[src/hw/hostcfg_pkg.sv]
// Package with offsets, field positions, reset values and timing for the host configuration bank.
package hostcfg_pkg;

  // Halfword register offsets on the host bus.
  localparam logic [7:0] OFS_BUS_ERR = 8'h06;
  localparam logic [7:0] OFS_CHIP_CFG = 8'h08;
  localparam logic [7:0] OFS_ADDR_LO = 8'h10;
  localparam logic [7:0] OFS_ADDR_MID = 8'h12;
  localparam logic [7:0] OFS_ADDR_HI = 8'h14;
  localparam logic [7:0] OFS_BUS_CTRL = 8'h20;
  localparam logic [7:0] OFS_ROM_CTRL = 8'h22;

  // Field positions.
  localparam int BIT_LANE_FLAG = 15;
  localparam int BIT_PAT_HI = 14;
  localparam int BIT_PAT_LO = 11;
  localparam int BIT_ENDIAN = 10;
  localparam int BIT_ROM_PRESENT = 9;
  localparam int BIT_BYTE_BUS = 7;
  localparam int BIT_HALF_BUS = 6;
  localparam int BIT_WORD_BUS = 5;
  localparam int BIT_PKG128 = 3;
  localparam int BIT_DRIVE = 6;
  localparam int BIT_CLK_SEL = 2;
  localparam int BIT_CLK_DIV_HI = 1;
  localparam int BIT_SW_ACCESS = 4;
  localparam int BIT_ROM_DI = 3;
  localparam int BIT_PIN_DO = 2;
  localparam int BIT_PIN_SK = 1;
  localparam int BIT_PIN_CS = 0;
  localparam int BIT_CFG_BYTE = 0;
  localparam int BIT_CFG_HALF = 1;

  // Values after reset.
  localparam logic [15:0] BUS_CTRL_RST = 16'h0000;
  localparam logic [15:0] ADDR_RST = 16'h0000;
  localparam logic [2:0] ROM_PINS_RST = 3'h0;

  // Bonding options of this variant.
  localparam logic BOND_WORD_BUS = 1'b1;
  localparam logic BOND_PKG128 = 1'b1;

  // Serial ROM layout and command framing.
  localparam logic [5:0] ROM_CFG_WORD = 6'h00;
  localparam logic [1:0] ROM_LAST_IDX = 2'h3;
  localparam logic [2:0] ROM_READ_OP = 3'h6;
  localparam logic [4:0] ROM_CMD_BITS = 5'h09;
  localparam logic [4:0] ROM_FRAME_BITS = 5'h1a;

  // Timing at the 50 ns system clock.
  localparam int CLK_PERIOD_NS = 50;
  localparam int ROM_SK_HALF_NS = 500;
  localparam logic [4:0] ROM_SK_HALF_CYC = 5'((ROM_SK_HALF_NS + CLK_PERIOD_NS - 1) / CLK_PERIOD_NS);
  // The third synchroniser stage and the agreement flop need four edges after release; take the straps at the fifth.
  localparam logic [2:0] STRAP_SETTLE_CYC = 3'h5;

  typedef enum logic [3:0] {
    LD_IDLE = 4'h1,
    LD_RUN = 4'h2,
    LD_GAP = 4'h4,
    LD_DONE = 4'h8
  } ld_state_t;

endpackage : hostcfg_pkg

[src/hw/rom_loader.sv]
// Serial ROM reader that fetches the configuration word and the three station address words after reset.
`timescale 1ns/1ps
module rom_loader
  import hostcfg_pkg::*;
(
  // Clock and reset
  input wire logic i_mclk,
  input wire logic i_rst_n,
  // Control
  input wire logic i_start,
  input wire logic i_rom_di,
  // Serial pins
  output logic o_cs,
  output logic o_sk,
  output logic o_do,
  // Fetched words
  output logic [15:0] o_word,
  output logic [1:0] o_word_idx,
  output logic o_word_valid,
  output logic o_done
);

  ld_state_t state_q;
  logic [4:0] div_q;
  logic [4:0] bit_q;
  logic [1:0] idx_q;
  logic [15:0] shift_q;
  logic cs_q;
  logic sk_q;
  logic valid_q;
  logic done_q;

  wire half_tick = (div_q == ROM_SK_HALF_CYC - 5'h01);
  wire last_bit = (bit_q == ROM_FRAME_BITS - 5'h01);
  wire [8:0] cmd = {ROM_READ_OP, ROM_CFG_WORD + {4'h0, idx_q}};
  wire [8:0] cmd_sh = cmd >> (ROM_CMD_BITS - 5'h01 - bit_q);
  // The data bits start one clock after the command, behind a dummy zero.
  wire in_data = (bit_q > ROM_CMD_BITS);

  always_ff @(posedge i_mclk) begin
    if (!i_rst_n) begin
      state_q <= LD_IDLE;
      div_q <= 5'h00;
      bit_q <= 5'h00;
      idx_q <= 2'h0;
      shift_q <= 16'h0000;
      cs_q <= 1'b0;
      sk_q <= 1'b0;
      valid_q <= 1'b0;
      done_q <= 1'b0;
    end else begin
      valid_q <= 1'b0;
      div_q <= half_tick ? 5'h00 : div_q + 5'h01;
      case (state_q)
        LD_IDLE: begin
          div_q <= 5'h00;
          if (i_start) begin
            state_q <= LD_RUN;
            cs_q <= 1'b1;
            bit_q <= 5'h00;
          end
        end
        LD_RUN: begin
          if (half_tick) begin
            sk_q <= ~sk_q;
            if (!sk_q) begin
              if (in_data) begin
                shift_q <= {shift_q[14:0], i_rom_di};
              end
            end else if (last_bit) begin
              state_q <= LD_GAP;
              cs_q <= 1'b0;
              valid_q <= 1'b1;
            end else begin
              bit_q <= bit_q + 5'h01;
            end
          end
        end
        LD_GAP: begin
          if (half_tick) begin
            if (idx_q == ROM_LAST_IDX) begin
              state_q <= LD_DONE;
              done_q <= 1'b1;
            end else begin
              idx_q <= idx_q + 2'h1;
              bit_q <= 5'h00;
              cs_q <= 1'b1;
              state_q <= LD_RUN;
            end
          end
        end
        LD_DONE: begin
          done_q <= 1'b1;
        end
        default: begin
          state_q <= LD_IDLE;
        end
      endcase
    end
  end

  assign o_cs = cs_q;
  assign o_sk = sk_q;
  assign o_do = cs_q & (bit_q < ROM_CMD_BITS) & cmd_sh[0];
  assign o_word = shift_q;
  assign o_word_idx = idx_q;
  assign o_word_valid = valid_q;
  assign o_done = done_q;

endmodule : rom_loader

[src/hw/hostcfg_regs.sv]
// Host-visible global configuration register bank with strap capture and serial ROM pin control.
// Overview of operation
// - A forbidden byte-lane combination sets bit 15; host writing one clears it.
// - Offending lane pattern captured in bits 14..11, lane 3 highest, valid with flag.
// - Endianness strap latched at reset into read-only bit 10, one is little-endian.
// - Serial ROM presence strap latched at reset into read-only bit 9.
// - Bit 7 reports byte-wide bus, from ROM or from data-input strap.
// - Bit 6 reports halfword-wide bus, from ROM or from data-input strap.
// - Bit 5 reads one for the word-wide bus variant.
// - Bit 3 reads one for the 128-pin package.
// - With ROM present, station address loads from ROM words starting at word one.
// - ROM words one, two, three fill low, middle and high address registers.
// - Host access to address registers never touches the ROM contents.
// - Bus control bit 6 selects pad drive, 8 mA at zero, resets zero.
// - Bus control bit 2 selects bus clock source, zero is 125MHz, resets zero.
// - Bus control bits 1..0 pick divide by one, two or three; resets 00.
// - ROM control bit 4 hands the serial pins to software through bits 2..0.
// - ROM control bit 3 reads the live data-input pin level.
// - Bits 2, 1, 0 drive data-out, serial clock, chip select; reset zero.
`timescale 1ns/1ps
module hostcfg_regs
  import hostcfg_pkg::*;
(
  // Clock and reset
  input wire logic i_mclk,
  input wire logic i_rst_n,
  // Host register port
  input wire logic i_bus_sel,
  input wire logic i_bus_rd,
  input wire logic i_bus_wr,
  input wire logic [7:0] i_bus_addr,
  input wire logic [3:0] i_bus_be,
  input wire logic [31:0] i_bus_wdata,
  output logic [31:0] o_bus_rdata,
  output logic o_bus_rvalid,
  // Straps and serial ROM pins
  input wire logic i_rom_present_strap,
  input wire logic i_rom_data_input_pin,
  input wire logic i_rom_serial_clock_pin,
  output logic o_rom_serial_clock_pin,
  output logic o_rom_serial_clock_oe,
  output logic o_rom_data_output_pin,
  output logic o_rom_chip_select_pin,
  // Chip-level controls
  output logic o_pad_drive_strong,
  output logic o_bus_clk_sel,
  output logic [1:0] o_bus_clk_div,
  output logic o_config_loaded
);

  localparam int PIN_PRESENT = 0;
  localparam int PIN_DI = 1;
  localparam int PIN_SK = 2;

  // Pin synchronisers: three stages, a rise is accepted when stages two and three agree, a fall as soon as stage two falls.
  logic [2:0] sync1_q;
  logic [2:0] sync2_q;
  logic [2:0] sync3_q;
  logic [2:0] pin_q;
  wire [2:0] pins_raw = {i_rom_serial_clock_pin, i_rom_data_input_pin, i_rom_present_strap};

  always_ff @(posedge i_mclk) begin
    if (!i_rst_n) begin
      sync1_q <= 3'h0;
      sync2_q <= 3'h0;
      sync3_q <= 3'h0;
      pin_q <= 3'h0;
    end else begin
      sync1_q <= pins_raw;
      sync2_q <= sync1_q;
      sync3_q <= sync2_q;
      pin_q <= (sync2_q & sync3_q) | (pin_q & ~(sync2_q ^ sync3_q));
    end
  end

  // Strap capture a few cycles after reset release, once the synchronisers hold real pin levels.
  logic [2:0] settle_q;
  logic strap_done_q;
  logic endian_q;
  logic present_q;
  logic byte_bus_q;
  logic half_bus_q;
  logic ld_start_q;
  logic load_done_q;
  wire strap_take = !strap_done_q && (settle_q == STRAP_SETTLE_CYC - 3'h1);

  // Loader connections.
  logic ld_cs;
  logic ld_sk;
  logic ld_do;
  logic [15:0] ld_word;
  logic [1:0] ld_idx;
  logic ld_valid;
  logic ld_done;

  rom_loader u_loader (
    .i_mclk(i_mclk),
    .i_rst_n(i_rst_n),
    .i_start(ld_start_q),
    .i_rom_di(pin_q[PIN_DI]),
    .o_cs(ld_cs),
    .o_sk(ld_sk),
    .o_do(ld_do),
    .o_word(ld_word),
    .o_word_idx(ld_idx),
    .o_word_valid(ld_valid),
    .o_done(ld_done)
  );

  wire cfg_word_in = ld_valid && (ld_idx == 2'h0);
  wire addr_lo_in = ld_valid && (ld_idx == 2'h1);
  wire addr_mid_in = ld_valid && (ld_idx == 2'h2);
  wire addr_hi_in = ld_valid && (ld_idx == 2'h3);

  always_ff @(posedge i_mclk) begin
    if (!i_rst_n) begin
      settle_q <= 3'h0;
      strap_done_q <= 1'b0;
      endian_q <= 1'b0;
      present_q <= 1'b0;
      byte_bus_q <= 1'b0;
      half_bus_q <= 1'b0;
      ld_start_q <= 1'b0;
      load_done_q <= 1'b0;
    end else begin
      ld_start_q <= strap_take & pin_q[PIN_PRESENT];
      if (!strap_done_q) begin
        settle_q <= settle_q + 3'h1;
      end
      if (strap_take) begin
        strap_done_q <= 1'b1;
        endian_q <= pin_q[PIN_SK];
        present_q <= pin_q[PIN_PRESENT];
        byte_bus_q <= ~pin_q[PIN_DI];
        half_bus_q <= pin_q[PIN_DI];
      end else if (cfg_word_in) begin
        byte_bus_q <= ld_word[BIT_CFG_BYTE];
        half_bus_q <= ld_word[BIT_CFG_HALF];
      end
      if (strap_done_q && (!present_q || ld_done)) begin
        load_done_q <= 1'b1;
      end
    end
  end

  // Host bus decode. Legal lane sets are one byte, either halfword or the whole word.
  wire bus_req = i_bus_sel & (i_bus_rd | i_bus_wr);
  wire lanes_legal = (i_bus_be == 4'h1) || (i_bus_be == 4'h2) || (i_bus_be == 4'h4) || (i_bus_be == 4'h8) ||
                     (i_bus_be == 4'h3) || (i_bus_be == 4'hc) || (i_bus_be == 4'hf);
  wire bad_access = bus_req & ~lanes_legal;
  // A write with a forbidden lane set is dropped so no register takes a torn value.
  wire wr_ok = i_bus_sel & i_bus_wr & lanes_legal;
  wire rd_ok = i_bus_sel & i_bus_rd;

  function automatic logic lane_hit(input logic [7:0] off, input logic lane);
    lane_hit = wr_ok && (i_bus_addr[7:2] == off[7:2]) && i_bus_be[{off[1], lane}];
  endfunction : lane_hit

  function automatic logic [15:0] half_data(input logic [7:0] off);
    half_data = off[1] ? i_bus_wdata[31:16] : i_bus_wdata[15:0];
  endfunction : half_data

  function automatic logic [15:0] merge(input logic [15:0] old, input logic [7:0] off);
    logic [15:0] nv;
    nv = half_data(off);
    merge = {lane_hit(off, 1'b1) ? nv[15:8] : old[15:8], lane_hit(off, 1'b0) ? nv[7:0] : old[7:0]};
  endfunction : merge

  // Register state.
  logic lane_flag_q;
  logic [3:0] lane_pat_q;
  logic [15:0] addr_lo_q;
  logic [15:0] addr_mid_q;
  logic [15:0] addr_hi_q;
  logic [15:0] bus_ctrl_q;
  logic sw_access_q;
  logic [2:0] rom_pins_q;

  wire [15:0] err_wdata = half_data(OFS_BUS_ERR);
  wire flag_clear = lane_hit(OFS_BUS_ERR, 1'b1) & err_wdata[BIT_LANE_FLAG];
  wire [15:0] rom_wdata = half_data(OFS_ROM_CTRL);
  wire rom_ctrl_wr = lane_hit(OFS_ROM_CTRL, 1'b0);

  always_ff @(posedge i_mclk) begin
    if (!i_rst_n) begin
      lane_flag_q <= 1'b0;
      lane_pat_q <= 4'h0;
    end else begin
      // A new error in the clearing cycle wins over the clear.
      lane_flag_q <= bad_access | (lane_flag_q & ~flag_clear);
      if (bad_access) begin
        lane_pat_q <= i_bus_be;
      end
    end
  end

  // Address registers are plain storage; nothing written here goes back to the ROM.
  always_ff @(posedge i_mclk) begin
    if (!i_rst_n) begin
      addr_lo_q <= ADDR_RST;
      addr_mid_q <= ADDR_RST;
      addr_hi_q <= ADDR_RST;
    end else begin
      addr_lo_q <= addr_lo_in ? ld_word : merge(addr_lo_q, OFS_ADDR_LO);
      addr_mid_q <= addr_mid_in ? ld_word : merge(addr_mid_q, OFS_ADDR_MID);
      addr_hi_q <= addr_hi_in ? ld_word : merge(addr_hi_q, OFS_ADDR_HI);
    end
  end

  always_ff @(posedge i_mclk) begin
    if (!i_rst_n) begin
      bus_ctrl_q <= BUS_CTRL_RST;
      sw_access_q <= 1'b0;
      rom_pins_q <= ROM_PINS_RST;
    end else begin
      bus_ctrl_q <= merge(bus_ctrl_q, OFS_BUS_CTRL);
      if (rom_ctrl_wr) begin
        sw_access_q <= rom_wdata[BIT_SW_ACCESS];
        rom_pins_q <= rom_wdata[BIT_PIN_DO:BIT_PIN_CS];
      end
    end
  end

  // Read path.
  wire [15:0] bus_err_val = {lane_flag_q, lane_pat_q, 11'h000};
  wire [15:0] chip_cfg_val = {5'h00, endian_q, present_q, 1'b0, byte_bus_q, half_bus_q,
                              BOND_WORD_BUS, 1'b0, BOND_PKG128, 3'h0};
  wire [15:0] rom_ctrl_val = {11'h000, sw_access_q, pin_q[PIN_DI], rom_pins_q};

  function automatic logic [15:0] rd_half(input logic [7:0] off);
    case (off)
      OFS_BUS_ERR: rd_half = bus_err_val;
      OFS_CHIP_CFG: rd_half = chip_cfg_val;
      OFS_ADDR_LO: rd_half = addr_lo_q;
      OFS_ADDR_MID: rd_half = addr_mid_q;
      OFS_ADDR_HI: rd_half = addr_hi_q;
      OFS_BUS_CTRL: rd_half = bus_ctrl_q;
      OFS_ROM_CTRL: rd_half = rom_ctrl_val;
      default: rd_half = 16'h0000;
    endcase
  endfunction : rd_half

  wire [31:0] rd_word = {rd_half({i_bus_addr[7:2], 2'h2}), rd_half({i_bus_addr[7:2], 2'h0})};

  // Serial pin ownership: software only after the reset-time load has finished.
  wire sw_active = sw_access_q & load_done_q;
  logic rdata_valid_q;
  logic [31:0] rdata_q;
  logic sk_out_q;
  logic sk_oe_q;
  logic do_out_q;
  logic cs_out_q;

  always_ff @(posedge i_mclk) begin
    if (!i_rst_n) begin
      rdata_q <= 32'h0000_0000;
      rdata_valid_q <= 1'b0;
      sk_out_q <= 1'b0;
      sk_oe_q <= 1'b0;
      do_out_q <= 1'b0;
      cs_out_q <= 1'b0;
    end else begin
      rdata_valid_q <= rd_ok;
      if (rd_ok) begin
        rdata_q <= rd_word;
      end
      // The clock pin doubles as the endian strap, so it stays released until the strap is taken.
      sk_oe_q <= strap_done_q;
      cs_out_q <= sw_active ? rom_pins_q[BIT_PIN_CS] : ld_cs;
      sk_out_q <= sw_active ? rom_pins_q[BIT_PIN_SK] : ld_sk;
      do_out_q <= sw_active ? rom_pins_q[BIT_PIN_DO] : ld_do;
    end
  end

  assign o_bus_rdata = rdata_q;
  assign o_bus_rvalid = rdata_valid_q;
  assign o_rom_serial_clock_pin = sk_out_q;
  assign o_rom_serial_clock_oe = sk_oe_q;
  assign o_rom_data_output_pin = do_out_q;
  assign o_rom_chip_select_pin = cs_out_q;
  assign o_pad_drive_strong = bus_ctrl_q[BIT_DRIVE];
  assign o_bus_clk_sel = bus_ctrl_q[BIT_CLK_SEL];
  assign o_bus_clk_div = bus_ctrl_q[BIT_CLK_DIV_HI:0];
  assign o_config_loaded = load_done_q;
endmodule : hostcfg_regs

[config.mk]
export PLATFORM = sky130hd
export DESIGN_NAME = hostcfg_regs
export DESIGN_NICKNAME = d
export VERILOG_FILES = /design/src/hw/hostcfg_pkg.sv /design/src/hw/rom_loader.sv /design/src/hw/hostcfg_regs.sv
export SDC_FILE = /design/constraint.sdc
export NUM_CORES = 1
export LEC_CHECK = 0
export ABC_AREA = 1
export BUFFER_PORTS_ARGS = -buffer_cell sky130_fd_sc_hd__buf_2
export CAP_MARGIN = 25
export CORE_MARGIN = 4
export CORE_UTILIZATION = 50
export DETAILED_ROUTE_END_ITERATION = 10
export PLACE_DENSITY = 0.77
export SYNTH_ARGS = -nofsm -noshare
export SYNTH_HDL_FRONTEND = slang
export SYNTH_SLANG_ARGS = --single-unit
[constraint.sdc]
create_clock -name i_mclk -period 2.2 [get_ports i_mclk]
set_input_delay 0.22 -clock i_mclk [delete_from_list [all_inputs] [get_ports i_mclk]]
set_output_delay 0.22 -clock i_mclk [all_outputs]
set_load 0.01 [all_outputs]
-- Word-level counts from Yosys, hierarchy flattened
Cells that the tools add are included.
Widths: inputs -> output; s select.
- bits in registers: 168
- bits in latches: 0
- bits in writable memories: 0
- bits in read-only memories: 0
- bits of input ports: 52
- logic and storage cells: 193
- memories: 0
- add/sub/neg operators: 5
- multiply operators: 0
- divide/modulo/power cells: 0
- $lt $le $gt $ge: 2
- eq/ne operators: 30
- shifts and indexed selects: 1
- mux-type cells: 43
- bitwise gates (word level): 25
- reduce and logical (&&, ||, !) cells: 48
- operator list (operator ; number):
    $pmux 16 s4 ; 1
    $mux 16 ; 3
    $mux 8 ; 6
    $pmux 16 s3 ; 1
    $mux 5 ; 6
    $mux 4 ; 6
    $logic_and 1x1->1 ; 20
    $eq 4x4->1 const B ; 4
    $mux 1 ; 16
    $pmux 4 s4 ; 1
    $reduce_bool 2->1 ; 8
    $pmux 5 s3 ; 1
    $reduce_and 7->1 ; 2
    $eq 4x2->1 const B ; 3
    $eq 6x3->1 const B ; 2
    $and 1x1->1 ; 11
    $add 5x1->5 const B ; 2
    $shr 9x5->1 ; 1
    $eq 4x1->1 const B ; 2
    $eq 4x3->1 const B ; 2
    $ne 2x1->1 const B ; 4
    $ne 2x2->1 const B ; 4
    $reduce_and 4->1 ; 2
    $logic_or 1x1->1 ; 7
    other kinds (28) ; 39

-- Depth between registers and ports, before layout
- word-level depth: 14
- gate-level depth with buffers: 11
- gate-level depth less buffers: 11

-- Modules after synthesis
Synthesis repeated with hierarchy kept, for this count alone.
- cells, all modules: 1213
- area, all modules: 8355.5 um2
- modules (own cells, without submodules) (module ; instances ; cells an instance ; area each (um2) ; sequential area each (um2)):
    hostcfg_regs ; 1 ; 971 ; 6545.0 ; 2642.5
    rom_loader ; 1 ; 242 ; 1810.5 ; 720.7

-- Worst setup path before layout
OpenSTA, ideal clock, no wires.
- path kind: reg2reg
- start: reg u_loader.bit_q[0]
- end: reg do_out_q, in the netlist o_rom_data_output_pin
- data arrival time: 1493 ps
- path slack: 636 ps
- stages on the path, launching flop included: 11
- period minus slack after synthesis: 1564 ps
- cell sequence: dfxtp_1 -> inv_1 -> ha_1 -> ha_1 -> nor2_1 -> o21ai_0 -> o21ai_0 -> nand2_1 -> nand2_1 -> nand2_1 -> a21oi_1
- word-level cells in the longest chain between the ends: 4
- elaborated cells between the ends (all ways): 6
- RTL lines (what ; line ; RTL):
    from (decl) ; rom_loader.sv:25 ; logic [4:0] bit_q;
    from (signal assigned) ; rom_loader.sv:75 ; bit_q <= bit_q + 5'h01;
    $sub 4x5->5 / $lt 5x4->1 (equally long branches) ; rom_loader.sv:36, rom_loader.sv:104 ;
    $shr 9x5->1 / $and 1x1->1 (equally long branches) ; rom_loader.sv:36, rom_loader.sv:104 ;
    $and 1x1->1 (*) ; rom_loader.sv:104 ; assign o_do = cs_q & (bit_q < ROM_CMD_BITS) & cmd_sh[0];
    $mux 1 (*) ; hostcfg_regs.sv:271 ; do_out_q <= sw_active ? rom_pins_q[BIT_PIN_DO] : ld_do;
    to (signal assigned) ; hostcfg_regs.sv:271 ;
    to (decl) ; hostcfg_regs.sv:251 ; logic do_out_q;
Mark *: on every way between the ends. The rest lies on a longest branch, timed or not.
A chain may end at the register's enable or synchronous reset.

-- Worst setup path in the final report
- start: reg u_loader.div_q[0]
- end: reg u_loader.bit_q[2]
- word-level cells in the longest chain between the ends: 3
- elaborated cells between the ends (all ways): 4
- RTL lines (what ; line ; RTL):
    from (decl) ; rom_loader.sv:24 ; logic [4:0] div_q;
    from (signal assigned) ; rom_loader.sv:53 ; div_q <= half_tick ? 5'h00 : div_q + 5'h01;
    $eq 5x4->1 (*) ; rom_loader.sv:33 ; wire half_tick = (div_q == ROM_SK_HALF_CYC - 5'h01);
    $ne 2x1->1 (no source line) ; -- ;
    $reduce_and 7->1 (no source line) (*) ; -- ;
Marked as above.

==> metrics.md <==
| Metric | Value |
|---|---|
| Run status | `complete, no violations` |
| Clock buffer depth | `2` |
| Final-report setup violation count | `0` |
| Drt drc | `0` |
| Hold Path Class | `input port to register` |
| Final #Nets | `1,301` |
| Crit path time final | `1917 ps` |
| All-layer global routing usage | `22.84%` |
| Initial antenna violation count | `0` |
| # port buffers | `91` |
| Peak supply drop | `0.5609 mV` |
| Post-synth EDFFs | `0` |
| Final wirelength | `20,860 µm` |
| Syn nets | `1,236` |
| F_max | `0.5217 GHz` |
| Count leader, synth | `nand2_1` |
| Number of global-route vias before repair | `6,765` |
| Yosys reg bits | `168` |
| Crit-path most repeated cell | `nand2_1` |
| GR met2 Demand/Resource | `36.03%` |
| Die width | `135.7 µm` |
| Vias | `7,638` |
| Register area | `0.003363 mm²` |
| CP Max Fanout | `6` |
| Later-pin clock latency in the skew report | `430 ps` |
| Rel. slew slack | `50.44%` |
| DRT Pass-1 Iters | `8` |
| Setup WS post-layout | `283.3 ps` |
| Post-DP HPWL | `14,470 µm` |
| # diodes | `0` |
| Total CTS buffers | `17` |
| Placed cell count | `1,427` |
| Arr. time, crit path | `2210 ps` |
| Gr ovfl total | `0` |
| Crit path max-delay family | `simple AND/OR/NAND/NOR gates` |
| # fillers | `1,491` |
| Area Growth Syn to Fin | `15.24%` |
| Setup TNS Final | `0 ps` |
| GRT busiest layer | `met2` |
| Final Max Tran Viols | `0` |
| Startpoint Class | `register` |
| Unique cell type count in the Yosys netlist | `34` |
| Root buffer cell | `clkbuf_16` |
| Crit end category | `register` |
| Largest area contributor in the synthesized netlist | `dfxtp_1` |
| Avg Vias per Cell | `5.228` |
| DR iter-0 viols | `604` |
| WL per Instance | `14.28 µm` |
| Post-CTS Setup Repair Bufs | `0` |
| Met3 GRT Util | `3.975%` |
| Ys flop type | `dfxtp_1` |
| Initial Util | `51.18%` |
| Slowest-stage cell, CP | `dfxtp_1` |
| FP Rows | `46` |
| Static leakage | `4.165 nW` |
| Seq/Total Area, Yosys | `41.22%` |
| Bufs and invs on worst path | `0` |
| Slew @ Worst Pin | `742.6 ps` |
| Std-Cell Core Area | `0.01594 mm²` |
| Ys Warns | `0` |
| Synth top area share | `41.22%` |
| Clk slew on worst S/H paths | `70 ps` |
| Placer Congestion | `0.8448` |
| Top post-synthesis cells by area | `dfxtp_1, nand2_1, a21oi_1` |
| H-tree levels | `4` |
| Antenna Nets Post-Route | `0` |
| Worst-path cell chain | `ha_1 > nand3_1 > nand2_1 > nand2_1 > nor2_1 > nand2_1 > nand2_1 > a21oi_1` |
| Cells after synthesis | `1,168` |
| Total power | `7.256 mW` |
| Worst path max stage delay | `380 ps` |
| Pin count of the biggest net entering global routing | `65` |
| Met1 Usage GRT | `31.47%` |
| Max Clock Skew | `9.271 ps` |
| First-pass GRT wire length | `33,570 µm` |
| Asr flop ratio synth | `0%` |
| Non-filler instance count after layout | `1,461` |
| Worst hold slack | `58.66 ps` |
| Top cells by count, synth | `nand2_1, dfxtp_1, a21oi_1` |
| Die ar. | `0.01843 mm²` |
| P per Cell Area | `771.7 mW/mm²` |
| Worst Path Required | `2500 ps` |
| Synthesized area | `0.008159 mm²` |
| Setup WS pre-CTS | `227.7 ps` |
| Layout cell share with drive strength beyond 1 | `14.70%` |
| Die H | `135.7 µm` |
| Final period util | `87.12%` |
| Footprint of the multi-input gates | `0.004003 mm²` |
| Io pins | `94` |
| Max_cap viols | `0` |
| Final Hold Violating Endpoints | `0` |
| Clock sink total | `168` |
| RSZ-0062 raised after global routing | `false` |
| CTS tree | `built` |
| Syn_area_per_cell | `6.986 µm²` |
| Critical path class | `register to register` |
| CTS resizes | `0` |
[metal layers]
layer  vias up  part of all wire [%]
met5         -                     0
met4         0                   2.3
met3        32                   6.4
met2       258                    45
met1      3432                    47
li1       3916                     -
[placed cells by master (no fill, tap or decap), types with 2 or more instances in the layout]
cell type,n
nor2_2,4
dfxtp_1,168
nand2_1,300
inv_2,2
nand3_2,11
nand4_1,14
o211ai_1,2
inv_1,119
nand3b_1,3
o22ai_1,5
a21oi_1,135
nor2_4,3
o21ai_0,98
a21oi_2,10
ha_1,16
dlygate4sd3_1,3
nor2_1,95
xor2_1,4
clkinvlp_4,3
buf_2,91
nand4_4,7
clkinv_2,3
nand2_2,3
bufinv_16,4
clkbuf_16,17
buf_4,14
buf_12,5
nand3_1,93
[layout make-up]
| type | count | area share, % |
|---|---|---|
| multi-input combinational | 811 | 42.57 |
| tap | 216 | 2.874 |
| clock inverter | 12 | 1.863 |
| clock buffer | 19 | 4.711 |
| timing repair buffer | 113 | 7.345 |
| inverter | 122 | 4.870 |
| sequential | 168 | 35.77 |
[cells by family (layout without fill, tap and decap cells)]
kind of cell / count (synthesis) / in the layout / synth area share (%)
and+or+nand+nor: 538 / 538 / 29.90
buffers and inverters: 189 / 266 / 9.784
AOI/OAI and AO/OA: 252 / 252 / 16.10
adders and majority gates: 16 / 16 / 2.454
DFF: 168 / 168 / 41.22
xor gates and xnor gates: 5 / 5 / 0.5367
[where the power goes]
| group | leakage, nW | switching [mW] | internal (mW) |
|---|---|---|---|
| clock network | 0.295 | 1.23 | 1.92 |
| registers | 1.36 | 0.0733 | 3.13 |
| logic | 2.51 | 0.588 | 0.305 |
[worst register-to-register path: cells and delay by family, from the launching register on]
kind	cells	cell delay [ps]
compound gates	1	60
flops	1	380
fa+ha+maj	1	190
simple gates	6	1150
[sequential cells by signal, summed over array words and instances, names as in the netlist, 3 cells and up]
| name | flops |
|---|---|
| o_bus_rdata | 32 |
| addr_hi_q | 16 |
| addr_lo_q | 16 |
| addr_mid_q | 16 |
| bus_ctrl_q | 16 |
| u_loader.o_word | 16 |
| u_loader.bit_q | 5 |
| u_loader.div_q | 5 |
| lane_pat_q | 4 |
| u_loader.state_q | 4 |
| pin_q | 3 |
| rom_pins_q | 3 |
| settle_q | 3 |
| sync1_q | 3 |
| sync2_q | 3 |
| sync3_q | 3 |
[repair_timing]
action	4_1_cts	5_1_grt
hold buffers	3	0
endpoints found under the setup margin	0	0
endpoints found under the hold margin	3	0
[per-stage QoR]
stage | area (µm²) | util, %
after detailed placement | 8755 | 54.91
after floorplan | 8159 | -
after CTS | 9403 | 58.98
after global placement | 8755 | 54.91
final | 9403 | 58.98
after global routing | 9403 | 58.98
[worst paths after layout]
path,startpoint,to,slack [ps],depth (start not counted)
worst max-delay path,u_loader.div_q[0],u_loader.bit_q[2],280,8
worst max register to register,u_loader.div_q[0],u_loader.bit_q[2],280,8
worst min register to register,sync1_q[0],sync2_q[0],420,2
worst min-delay path,i_bus_wdata[2],bus_ctrl_q[2],60,3
No activity file was read; power rests on OpenSTA's default activity.
